--- config.mk ---
export PLATFORM = sky130hd
export DESIGN_NAME = clock_synth_ctrl
export DESIGN_NICKNAME = d
export VERILOG_FILES = /design/src/rtl/clock_synth_pkg.sv /design/src/rtl/clock_synth_ctrl.sv
export SDC_FILE = /design/constraint.sdc
export NUM_CORES = 1
export LEC_CHECK = 0
export BUFFER_PORTS_ARGS = -buffer_cell sky130_fd_sc_hd__buf_4
export CAP_MARGIN = 20
export CORE_ASPECT_RATIO = 1.1
export CORE_MARGIN = 5
export CORE_UTILIZATION = 60
export CTS_BUF_LIST = sky130_fd_sc_hd__clkbuf_8
export CTS_CLUSTER_SIZE = 14
export DETAILED_ROUTE_END_ITERATION = 12
export GPL_TIMING_DRIVEN = 0
export PLACE_DENSITY_LB_ADDON = 0.3
export SLEW_MARGIN = 25
export SYNTH_ARGS = -nofsm -noshare
export SYNTH_HDL_FRONTEND = slang
export SYNTH_SLANG_ARGS = --single-unit
export TNS_END_PERCENT = 30
--- constraint.sdc ---
create_clock -name mclk -period 3.08 [get_ports mclk]
set_input_delay 0.154 -clock mclk [delete_from_list [all_inputs] [get_ports mclk]]
set_output_delay 0.154 -clock mclk [all_outputs]
set_load 0.02 [all_outputs]
--- src/rtl/clock_synth_pkg.sv ---
// Constants, field positions and types of the clock synthesizer control block.
// Assumes one clock domain; every strap and pin input is synchronous to it.
package clock_synth_pkg;

  // Decoded level of the three-level mode strap.
  localparam logic [1:0] MODE_LOW = 2'h0;
  localparam logic [1:0] MODE_HIGH = 2'h1;
  localparam logic [1:0] MODE_MID = 2'h2;

  // Processor clock frequency codes, equal to the frequency strap pair.
  localparam logic [1:0] FREQ_66 = 2'h0;
  localparam logic [1:0] FREQ_100 = 2'h1;
  localparam logic [1:0] FREQ_200 = 2'h2;
  localparam logic [1:0] FREQ_133 = 2'h3;

  // Frequency strap codes of the middle mode level.
  localparam logic [1:0] MID_HIZ = 2'h0;
  localparam logic [1:0] MID_TEST = 2'h1;

  // Serial bus constants: write address byte, command code, count limits.
  localparam logic [7:0] SLAVE_ADDR_WRITE = 8'hD2;
  localparam logic [7:0] COMMAND_CODE = 8'h00;
  localparam logic [7:0] COUNT_MIN = 8'h01;
  localparam logic [7:0] COUNT_MAX = 8'h20;

  // Bit counter values: eight data bits, then the acknowledge slot.
  localparam logic [3:0] BIT_FULL = 4'h8;
  localparam logic [3:0] BIT_ACK = 4'h9;

  // Field positions in control byte 0.
  localparam int CB_SPREAD = 7;
  localparam int CB_SEL48 = 5;
  localparam int CB_SLOT_HALT = 3;

  // Reset values of the writable fields of control byte 0.
  localparam logic SPREAD_RST = 1'b0;
  localparam logic SEL48_RST = 1'b0;
  localparam logic SLOT_HALT_RST = 1'b1;

  // Test clock division ratios per output group; zero means not in test mode.
  localparam logic [3:0] DIV_NONE = 4'h0;
  localparam logic [3:0] TEST_DIV_REF = 4'h1;
  localparam logic [3:0] TEST_DIV_CPU = 4'h2;
  localparam logic [3:0] TEST_DIV_66 = 4'h4;
  localparam logic [3:0] TEST_DIV_SLOT = 4'h8;

  // States of the serial bus slave.
  typedef enum logic [2:0] {
    ST_IDLE,
    ST_ADDR,
    ST_CMD,
    ST_COUNT,
    ST_DATA,
    ST_SKIP
  } smb_state_t;

endpackage : clock_synth_pkg

--- src/rtl/clock_synth_ctrl.sv ---
// Strap decode, output group gating and serial control byte of a clock synthesizer.
// Assumes scl and sda_in are already synchronous to mclk and the wire is resolved outside.
`timescale 1ns/1ps

// Operation
// - Frequency straps pick processor clock frequency.
// - Mode high: shared pin is 66 MHz input.
// - Mode low: internal 66 MHz, slots 33 MHz.
// - Middle level, code 00: all outputs Hi-Z.
// - Test mode divides test clock per group.
// - Test mode uses the 200 MHz dividers.
// - Power-down floats, lows outputs, stops oscillator.
// - Processor halt stops complementary processor outputs.
// - Slot halt stops only stoppable slot clocks.
// - Only block writes are accepted.
// - Bytes ascend from zero, MSB first.
// - Respond to write address byte D2h.
// - Count gives number of following data bytes.
// - Transfer valid after count acknowledge.
// - Control registers load defaults at reset.
// - Byte 0 bit 7 enables spread.
// - Byte 0 bit 5 selects 48 MHz.
// - Byte 0 bit 4 reads processor halt pin.
// - Byte 0 bits 2..0 read latched straps.
// - Straps latched once while strobe low.
module clock_synth_ctrl
  import clock_synth_pkg::*;
(
  // Clock and reset.
  input wire logic mclk,
  input wire logic rst,
  // Straps.
  input wire logic [1:0] mode_strap,
  input wire logic freq_strap_hi,
  input wire logic freq_strap_lo,
  input wire logic current_multiplier_strap,
  input wire logic strap_valid_strobe_n,
  // Power management pins.
  input wire logic power_down_n,
  input wire logic cpu_halt_n,
  input wire logic slot_halt_n,
  // Serial bus pins.
  input wire logic scl,
  input wire logic sda_in,
  output logic sda_out,
  output logic sda_oe,
  // Frequency and source selection.
  output logic [1:0] cpu_freq_code,
  output logic shared_pin_is_input,
  output logic slot_from_input_half,
  output logic all_outputs_hiz,
  output logic test_clock_mode,
  output logic [3:0] ref_div,
  output logic [3:0] cpu_div,
  output logic [3:0] fixed66_div,
  output logic [3:0] slot_div,
  // Output group gating.
  output logic cpu_true_iref2,
  output logic cpu_comp_float,
  output logic cpu_comp_low,
  output logic single_ended_low,
  output logic osc_off,
  output logic stoppable_slot_run,
  output logic free_slot_run,
  // Control byte effects.
  output logic spread_enable,
  output logic shared_sel_48,
  output logic current_mult,
  output logic [7:0] control_byte0
);

  // Previous levels of the bus pins, used for edge and condition detection.
  logic scl_q, sda_q;
  // Slave state, bit counter, shift register and acknowledge drive.
  smb_state_t st_q, st_d;
  logic [3:0] bit_q, bit_d;
  logic [7:0] sh_q, sh_d;
  logic ack_q, ack_d;
  // Data bytes still allowed by the count, and a flag for the first data byte.
  logic [5:0] remain_q, remain_d;
  logic first_q, first_d;
  // Writable control fields.
  logic spread_q, spread_d, sel48_q, sel48_d, sw_slot_q, sw_slot_d;
  // Latched straps and the flag that closes the latch.
  logic strap_done_q, strap_done_d, mult_q, mult_d;
  logic [1:0] mode_q, mode_d, freq_q, freq_d;
  // Registered output values.
  logic [1:0] cpu_freq_d;
  logic in_mode_d, hiz_d, test_d, comp_float_d, comp_low_d, down_d, stop_run_d, free_run_d;
  logic [3:0] ref_div_d, cpu_div_d, f66_div_d, slot_div_d;
  logic [7:0] cb0_d;
  // Bus events seen from the sampled pin levels.
  logic scl_rise, scl_fall, bus_start, bus_stop, slot_halt_eff_n;
  assign scl_rise = scl && !scl_q;
  assign scl_fall = !scl && scl_q;
  assign bus_start = scl && scl_q && sda_q && !sda_in;
  assign bus_stop = scl && scl_q && !sda_q && sda_in;
  // The slot halt is active from the pin or from the software bit.
  assign slot_halt_eff_n = slot_halt_n && sw_slot_q;
  // Open-drain data line: only ever pulled low, while acknowledging.
  assign sda_out = 1'b0;
  assign sda_oe = ack_q;

  // Next state of the serial slave and of the control byte.
  always_comb begin
    st_d = st_q;
    bit_d = bit_q;
    sh_d = sh_q;
    ack_d = ack_q;
    remain_d = remain_q;
    first_d = first_q;
    spread_d = spread_q;
    sel48_d = sel48_q;
    sw_slot_d = sw_slot_q;
    if (bus_start || bus_stop) begin
      // A start begins a fresh address byte; a stop ends the transfer at any bit position.
      st_d = bus_start ? ST_ADDR : ST_IDLE;
      bit_d = 4'h0;
      ack_d = 1'b0;
    end else if (st_q != ST_IDLE) begin
      if (scl_rise && bit_q < BIT_FULL) begin
        // Bits arrive most significant first.
        sh_d = {sh_q[6:0], sda_in};
        bit_d = bit_q + 4'h1;
      end else if (scl_fall && bit_q == BIT_FULL) begin
        // A whole byte is in; decide the acknowledge for the next slot.
        bit_d = BIT_ACK;
        st_d = ST_SKIP;
        case (st_q)
          ST_ADDR: begin
            // A read direction bit is not acknowledged.
            if (sh_q == SLAVE_ADDR_WRITE) begin
              ack_d = 1'b1;
              st_d = ST_CMD;
            end
          end
          ST_CMD: begin
            // Only command code zero opens a block write.
            if (sh_q == COMMAND_CODE) begin
              ack_d = 1'b1;
              st_d = ST_COUNT;
            end
          end
          ST_COUNT: begin
            // The count limits how many data bytes are acknowledged.
            if (sh_q >= COUNT_MIN && sh_q <= COUNT_MAX) begin
              ack_d = 1'b1;
              remain_d = sh_q[5:0];
              first_d = 1'b1;
              st_d = ST_DATA;
            end
          end
          ST_DATA: begin
            if (remain_q != 6'h00) begin
              ack_d = 1'b1;
              remain_d = remain_q - 6'h01;
              first_d = 1'b0;
              st_d = ST_DATA;
              // Byte 0 is committed only now, after all eight bits.
              if (first_q) begin
                spread_d = sh_q[CB_SPREAD];
                sel48_d = sh_q[CB_SEL48];
                sw_slot_d = sh_q[CB_SLOT_HALT];
              end
            end
          end
          default: st_d = ST_SKIP;
        endcase
      end else if (scl_fall && bit_q == BIT_ACK) begin
        // The acknowledge slot ends; release the line.
        ack_d = 1'b0;
        bit_d = 4'h0;
      end
    end
  end

  // Registers of the serial slave and control byte, loaded with defaults at reset.
  always_ff @(posedge mclk) begin
    if (rst) begin
      scl_q <= 1'b1;
      sda_q <= 1'b1;
      st_q <= ST_IDLE;
      bit_q <= 4'h0;
      sh_q <= 8'h00;
      ack_q <= 1'b0;
      remain_q <= 6'h00;
      first_q <= 1'b0;
      spread_q <= SPREAD_RST;
      sel48_q <= SEL48_RST;
      sw_slot_q <= SLOT_HALT_RST;
    end else begin
      scl_q <= scl;
      sda_q <= sda_in;
      st_q <= st_d;
      bit_q <= bit_d;
      sh_q <= sh_d;
      ack_q <= ack_d;
      remain_q <= remain_d;
      first_q <= first_d;
      spread_q <= spread_d;
      sel48_q <= sel48_d;
      sw_slot_q <= sw_slot_d;
    end
  end

  // Strap latch: the first cycle with the strobe low captures, later ones are ignored.
  always_comb begin
    strap_done_d = strap_done_q;
    mode_d = mode_q;
    freq_d = freq_q;
    mult_d = mult_q;
    if (!strap_done_q && !strap_valid_strobe_n) begin
      strap_done_d = 1'b1;
      mode_d = mode_strap;
      freq_d = {freq_strap_hi, freq_strap_lo};
      mult_d = current_multiplier_strap;
    end
  end

  // Decode of the latched straps and the pins into the output controls.
  always_comb begin
    cpu_freq_d = freq_q;
    in_mode_d = (mode_q == MODE_HIGH);
    hiz_d = 1'b0;
    test_d = 1'b0;
    ref_div_d = DIV_NONE;
    cpu_div_d = DIV_NONE;
    f66_div_d = DIV_NONE;
    slot_div_d = DIV_NONE;
    if (mode_q == MODE_MID) begin
      if (freq_q == MID_TEST) begin
        // Test clock mode runs on the 200 MHz divider chain.
        test_d = 1'b1;
        cpu_freq_d = FREQ_200;
        ref_div_d = TEST_DIV_REF;
        cpu_div_d = TEST_DIV_CPU;
        f66_div_d = TEST_DIV_66;
        slot_div_d = TEST_DIV_SLOT;
      end else begin
        // Code 00 floats everything; the reserved codes are held floating too.
        hiz_d = 1'b1;
      end
    end
    // Power-down and the two halt inputs gate the output groups.
    down_d = !power_down_n;
    comp_float_d = !power_down_n || (!cpu_halt_n && !slot_halt_eff_n);
    comp_low_d = power_down_n && !cpu_halt_n && slot_halt_eff_n;
    stop_run_d = power_down_n && slot_halt_eff_n;
    free_run_d = power_down_n;
    // Read-back value of control byte 0; bit 6 reads zero.
    cb0_d = {spread_q, 1'b0, sel48_q, cpu_halt_n, sw_slot_q,
             (mode_q == MODE_HIGH), freq_q};
  end

  // Registers of the strap latch and of all decoded outputs.
  always_ff @(posedge mclk) begin
    if (rst) begin
      strap_done_q <= 1'b0;
      mode_q <= MODE_LOW;
      freq_q <= FREQ_66;
      mult_q <= 1'b0;
      cpu_freq_code <= FREQ_66;
      shared_pin_is_input <= 1'b0;
      slot_from_input_half <= 1'b0;
      all_outputs_hiz <= 1'b0;
      test_clock_mode <= 1'b0;
      ref_div <= DIV_NONE;
      cpu_div <= DIV_NONE;
      fixed66_div <= DIV_NONE;
      slot_div <= DIV_NONE;
      cpu_true_iref2 <= 1'b0;
      cpu_comp_float <= 1'b0;
      cpu_comp_low <= 1'b0;
      single_ended_low <= 1'b0;
      osc_off <= 1'b0;
      stoppable_slot_run <= 1'b0;
      free_slot_run <= 1'b0;
      spread_enable <= SPREAD_RST;
      shared_sel_48 <= SEL48_RST;
      current_mult <= 1'b0;
      control_byte0 <= 8'h00;
    end else begin
      strap_done_q <= strap_done_d;
      mode_q <= mode_d;
      freq_q <= freq_d;
      mult_q <= mult_d;
      cpu_freq_code <= cpu_freq_d;
      shared_pin_is_input <= in_mode_d;
      slot_from_input_half <= in_mode_d;
      all_outputs_hiz <= hiz_d;
      test_clock_mode <= test_d;
      ref_div <= ref_div_d;
      cpu_div <= cpu_div_d;
      fixed66_div <= f66_div_d;
      slot_div <= slot_div_d;
      cpu_true_iref2 <= down_d;
      cpu_comp_float <= comp_float_d;
      cpu_comp_low <= comp_low_d;
      single_ended_low <= down_d;
      osc_off <= down_d;
      stoppable_slot_run <= stop_run_d;
      free_slot_run <= free_run_d;
      spread_enable <= spread_q;
      shared_sel_48 <= sel48_q;
      current_mult <= mult_q;
      control_byte0 <= cb0_d;
    end
  end
endmodule : clock_synth_ctrl

==> results of run 1 <==
==> cell usage after synthesis, drive strengths merged, types with 2 or more instances <==
cell	instances
dfxtp	51
inv	11
o31ai	2
nand4	2
o21ai	13
mux2i	5
and2	4
or4	2
a21oi	19
buf	30
nand2	29
ha	5
a21o	3
nor3	10
a31oi	4
clkbuf	5
o22ai	3
nand2b	3
o21a	3
nor2b	7
nor3b	3
or2	3
nor2	28
a32o	2
a211oi	5
nand3	14
==> cells by family (layout without fill, tap and decap cells) <==
family,count (synthesis),count (layout),synth area share
other cells,1,14,0.00156
xor+xnor,1,1,0.00364
compound gates,61,61,0.175
mux,5,5,0.0208
simple gates,112,112,0.234
flops,51,51,0.424
fa+ha+maj,5,5,0.0260
buf+inv,46,94,0.115
==> where the power goes <==
| part | switching, mW | leakage, nW | internal [mW] |
|---|---|---|---|
| clock | 0.226 | 0.0474 | 0.184 |
| combinational | 0.0767 | 0.758 | 0.0548 |
| sequential | 0.0102 | 0.415 | 0.674 |
| total | 0.313 | 1.22 | 0.913 |
==> stage by stage <==
step	utilization	hold slack [ns]	worst slack, ns	power [mW]	cells
finish	0.742	0.0135	1.21	1.23	395
floorplan	-	0.226	1.43	0.784	295
CTS	0.742	0.00816	1.23	1.23	395
global placement	0.717	0.332	1.32	0.827	387
detailed placement	0.717	0.333	1.30	0.830	387
global route	0.742	0.0104	1.14	1.28	395
==> flip-flops by register name, summed over array words and instances (netlist names), 2 cells and up <==
signal and count:
st_q 3, bit_q 4, sh_q 8, control_byte0 6, remain_q 6, freq_q 2, cpu_freq_code 2, mode_q 2
==> layer usage <==
layer | GRT usage | routed length, um | up-vias
met5 | 0 | 0 | -
li1 | - | - | 1058
met1 | 0.236 | 2220 | 1006
met2 | 0.347 | 2670 | 54
met4 | 0.0843 | 85 | 0
met3 | 0.0462 | 260 | 8
==> path summary, 6_finish.rpt <==
check                     end  slack, ns
max               remain_q[3]       1.21
min              cpu_comp_low       0.01
max reg2reg       remain_q[3]       1.21
min reg2reg  control_byte0[2]       0.45
==> critical path: stages (launching register included) <==
cell and delay (ns):
dfxtp_1 0.33, buf_2 0.17, nand3b_1 0.27, a211oi_2 0.33
o21a_2 0.20, buf_6 0.15, o21ai_2 0.06, a32o_2 0.26
==> cell type report <==
| cell class | instances | area share |
|---|---|---|
| Timing Repair Buffer | 40 | 0.103 |
| Clock inverter | 2 | 0.00557 |
| Tap cell | 52 | 0.0223 |
| Inverter | 11 | 0.0141 |
| Sequential cell | 51 | 0.350 |
| Buffer | 35 | 0.0806 |
| Multi-Input combinational cell | 198 | 0.396 |
| Clock buffer | 6 | 0.0283 |
==> impl_metrics.py, run 1 <==
metrics = {
    "cts": {
        "cts_resized": 0,
        "clock_path_buffers": 2,
        "hold_buffers": 0,
        "cts_tree": "done",
        "cts_buffers": 5,
        "clk_pin_slew_ns": 0.10,
        "clkSinkCount": 51,
        "clk_latency_ns": 0.31,
        "postCtsSetupRepairBufs": 0,
        "cts-htree-levels": 2,
        "root_buffer": "clkbuf_8",
    },
    "logic_synthesis": {
        "yosys-top-cells-area": "dfxtp_1 42%, buf_4 7.8%, nand2_1 4.5%",
        "ys_warn_count": 0,
        "yosysTopAreaCellShare": 0.424,
        "ys_seq_area_frac": 0.424,
        "synthCells": 282,
        "ys_ff_latch": 51,
        "avgSynthCellArea_um2": 8.53,
        "synth_area_mm2": 0.00241,
        "yosysUniqueCellTypes": 53,
        "synth_top_cell_by_area": "dfxtp_1",
        "async_flop_share": 0,
        "synth-main-ff-cell": "dfxtp_1",
        "synth-edff-count": 0,
    },
    "floorplan": {
        "initial_core_util": 0.612,
        "num_rows": 24,
        "io_pins": 55,
        "die_h_um": 76.4,
        "dieWidth_um": 70.4,
        "core_mm2": 0.00393,
        "dieArea_mm2": 0.00538,
    },
    "outcome": {
        "status": "complete, no violations",
    },
    "grt": {
        "grt_pass1_vias": 2053,
        "grt_usage": 0.201,
        "grt-ovfl-total": 0,
        "antenna_found_initial": 0,
        "grt_pass1_wl_um": 8940,
        "grt_start_max_net_pins": 17,
    },
    "timing": {
        "max_freq_mhz": 535,
        "tightest_slew_ns": 0.640,
        "fin_crit_sh": 0.607,
        "relSlewSlack": 0.573,
        "setup_viol": 0,
        "min_period_ns": 1.87,
        "finalMaxSlewViolations": 0,
        "hold_viol": 0,
        "grt_setup_unrepaired": "no",
        "fin_skew_ns": 0.0107,
        "fin_tns_setup_ns": 0,
    },
    "cells_and_area": {
        "area_growth_pct": 21.3,
        "stdcell_area_mm2": 0.00292,
        "multi_input_area_mm2": 0.00116,
        "final_cell_mix": "65 x buf_4, 51 x dfxtp_1, 29 x nand2_1",
        "nFillCells": 319,
        "layout_commonest_cell": "buf_4",
        "antennaDiodeCount": 0,
        "regArea_mm2": 0.00102,
        "drive_gt1_frac": 0.271,
        "final_nets": 360,
    },
    "place": {
        "hpwl_um": 3900,
        "gp_congestion": 0.857,
        "post_dp_cell_area_mm2": 0.00282,
        "portBuffers": 40,
    },
    "route": {
        "ant_nets": 0,
        "via_per_inst": 5.38,
        "drt_iter0_drc": 106,
        "routed_wl_um": 5240,
        "vias": 2126,
        "drt-pass1-iter-count": 4,
        "avgRoutedWirePerCell_um": 13.3,
        "drc": 0,
    },
    "setup_path": {
        "r2r_start": "st_q[2]",
        "crit_path_max_fanout": 10,
        "cp.required_ns": 3.29,
        "cp.arrival_ns": 2.08,
        "rr_worst_depth": 7,
        "end_kind": "flop",
        "critPathKind": "flop to flop",
        "startpoint": "st_q[2]",
        "startpoint_type": "flop",
    },
    "power_and_ir_drop": {
        "pwr_density_cell_mw_per_mm2": 420,
        "p_leak_nw": 1.22,
        "ir_worst_vdd_uv": 385,
    },
    "hold_path": {
        "min_from": "cpu_halt_n",
        "min_delay_path_depth": 2,
        "min_path_type": "input pin to flop",
    },
    "job": {
        "drv_cap": 0,
    },
}
Power figures use the tool's default switching activity.
==> run 2: changes to the inputs <==
--- a/config.mk
+++ b/config.mk
@@ -5,11 +5,12 @@
 export SDC_FILE = /design/constraint.sdc
 export NUM_CORES = 1
 export LEC_CHECK = 0
+export ABC_AREA = 1
 export BUFFER_PORTS_ARGS = -buffer_cell sky130_fd_sc_hd__buf_4
 export CAP_MARGIN = 20
 export CORE_ASPECT_RATIO = 1.1
 export CORE_MARGIN = 5
-export CORE_UTILIZATION = 60
+export CORE_UTILIZATION = 55
 export CTS_BUF_LIST = sky130_fd_sc_hd__clkbuf_8
 export CTS_CLUSTER_SIZE = 14
 export DETAILED_ROUTE_END_ITERATION = 12
==> constraint.sdc (replaced) <==
create_clock -name mclk -period 1.86 [get_ports mclk]
set_input_delay 0.093 -clock mclk [delete_from_list [all_inputs] [get_ports mclk]]
set_output_delay 0.093 -clock mclk [all_outputs]
set_load 0.02 [all_outputs]
==> run 2 against run 1 <==
Effect of this change:
- synthesized area down 0.31%
- worst setup slack worse by 1.0 ns
- combinational power up 100%
- cell area up 1.1%
- die area up 7.5%
- critical endpoint is now remain_q[5]
==> impl_metrics.py, run 2 <==
metrics = {
    "outcome": {
        "status": "complete, no violations",
    },
    "setup_path": {
        "crit_path_max_fanout": 8,
        "cp.required_ns": 2.06,
        "reg2reg_slack_ns": 0.18,
        "critical_path.max_stage_delay_ns": 0.36,
        "crit_path_frequent_cell": "nand2_1",
        "cp.arrival_ns": 1.88,
        "startpoint_type": "flop",
        "end_kind": "flop",
        "crit_chain": "inv_1 > ha_1 > nand3_1 > nor2_1 > nand2_1 > a21oi_2 > nand2_4 > clkinv_4 > nand2_1 > nand2_1 > nor2_1",
        "critPathKind": "flop to flop",
        "critPathSlowestCell": "dfxtp_1",
    },
    "logic_synthesis": {
        "yosysMostFrequentCell": "nand2_1",
        "synth-edff-count": 0,
        "synth_top_cell_by_area": "dfxtp_1",
        "synth_area_mm2": 0.00240,
        "avgSynthCellArea_um2": 7.29,
        "yosys-top-cells-area": "dfxtp_1 43%, nand2_1 8.5%, buf_4 7.5%",
        "synth_common_cells": "54 x nand2_1, 51 x dfxtp_1, 44 x nor2_1, 35 x inv_1, 26 x o21ai_0",
        "ys_warn_count": 0,
        "yosysUniqueCellTypes": 33,
        "ys_ff_latch": 51,
        "async_flop_share": 0,
        "ys_seq_area_frac": 0.426,
        "synth-main-ff-cell": "dfxtp_1",
        "yosysTopAreaCellShare": 0.426,
        "synthCells": 329,
    },
    "timing": {
        "fin_skew_ns": 0.00484,
        "hold_ws_ns": 0.00655,
        "max_freq_mhz": 595,
        "grt_setup_unrepaired": "no",
        "hold_viol": 0,
        "layout_setup_ws_ns": 0.180,
        "fin_tns_setup_ns": 0,
        "finalMaxSlewViolations": 0,
        "setup_viol": 0,
        "fin_crit_sh": 0.903,
        "min_period_ns": 1.68,
    },
    "route": {
        "ant_nets": 0,
        "via_per_inst": 4.84,
        "drt-pass1-iter-count": 4,
        "drt_iter0_drc": 102,
        "avgRoutedWirePerCell_um": 10.7,
        "vias": 2158,
        "routed_wl_um": 4760,
        "drc": 0,
    },
    "floorplan": {
        "io_pins": 55,
        "dieWidth_um": 73.0,
        "initial_core_util": 0.564,
        "core_mm2": 0.00425,
        "dieArea_mm2": 0.00578,
        "die_h_um": 79.3,
        "num_rows": 25,
    },
    "place": {
        "gp_congestion": 0.896,
        "hpwl_um": 3760,
        "dpl_worst_slack_ns": 0.203,
        "post_dp_cell_area_mm2": 0.00282,
        "portBuffers": 40,
    },
    "cts": {
        "clock_path_buffers": 2,
        "clk_latency_ns": 0.30,
        "clkSinkCount": 51,
        "cts_buffers": 5,
        "cts-htree-levels": 2,
        "cts_tree": "done",
        "root_buffer": "clkbuf_8",
        "clk_pin_slew_ns": 0.09,
        "cts_resized": 0,
    },
    "grt": {
        "grt_start_max_net_pins": 16,
        "grt-ovfl-total": 0,
        "grt_usage": 0.184,
        "antenna_found_initial": 0,
        "grt_pass1_vias": 2000,
        "grt_pass1_wl_um": 8490,
    },
    "power_and_ir_drop": {
        "ir_worst_vdd_uv": 339,
        "power_mw": 2.16,
        "pwr_density_cell_mw_per_mm2": 732,
        "p_leak_nw": 1.46,
    },
    "cells_and_area": {
        "antennaDiodeCount": 0,
        "drive_gt1_frac": 0.245,
        "largest_register_ffs": 8,
        "stdcell_area_mm2": 0.00295,
        "final_cell_mix": "64 x buf_4, 54 x nand2_1, 51 x dfxtp_1",
        "top_regs": "sh_q: 8 flops, control_byte0: 6 flops, remain_q: 6 flops",
        "regMostFlops": "sh_q",
        "final_nets": 410,
        "area_growth_pct": 23.1,
        "layout_commonest_cell": "buf_4",
    },
    "job": {
        "drv_cap": 0,
    },
    "hold_path": {
        "min_path_type": "input pin to flop",
    },
}
[run 2: worst max-delay path, delay by kind of cell (launching register included)]
kind                       cells  cell delay, ns
AOI/OAI and AO/OA              1            0.18
adders and majority gates      1            0.19
and+or+nand+nor                7            0.66
DFF                            1            0.36
buffers and inverters          2            0.19
[run 2: through the flow]
stage | std cells | util
final | 446 | 0.694
after global routing | 446 | 0.694
after global placement | 436 | 0.662
after CTS | 446 | 0.694
after detailed placement | 436 | 0.662
after floorplan | 342 | -
[run 2: repair_timing]
item                                    4_1_cts  5_1_grt
hold buffers                                  3        0
endpoints found under the hold margin         4        0
endpoints found under the setup margin        0        0
setup buffers                                 0        0
[run 2: path summary, 6_finish.rpt]
path,startpoint,end,cells after the start
max,bit_q[0],remain_q[5],11
min reg2reg,sel48_q,control_byte0[5],2
min,scl,scl_q,3
max reg2reg,bit_q[0],remain_q[5],11
[run 2: where the power goes]
part	switching (mW)	internal [mW]	total, mW
Clock	0.353	0.393	0.747
Combinational	0.157	0.113	0.270
Sequential	0.0174	1.13	1.14
Total	0.528	1.63	2.16
[run 2: final cells by class]
class / instances / area [um2]
plain buffers: 29 / 200
clock buffers: 5 / 68.8
clock inverters: 2 / 37.5
fillers: 400 / 1300
inverters: 47 / 181
multi-input cells: 215 / 1040
flip-flops and latches: 51 / 1020
well taps: 54 / 67.6
repair buffers: 43 / 330
[run 2: cell families after synthesis]
logic type	count (synthesis)	synth area share
buffers and inverters	76	0.159
xor gates and xnor gates	1	0.00365
AOI/OAI and AO/OA	63	0.139
DFF	51	0.426
and+or+nand+nor	132	0.245
adders and majority gates	5	0.0261
other	1	0.00156
[run 2: routing by layer]
metal,vias up,part of all wire,track usage,wire (um)
met3,9,0.066,0.0329,314
met4,0,0.020,0.0830,93
met1,959,0.43,0.220,2040
li1,1127,-,-,-
met2,63,0.48,0.316,2310
met5,-,0,0,0
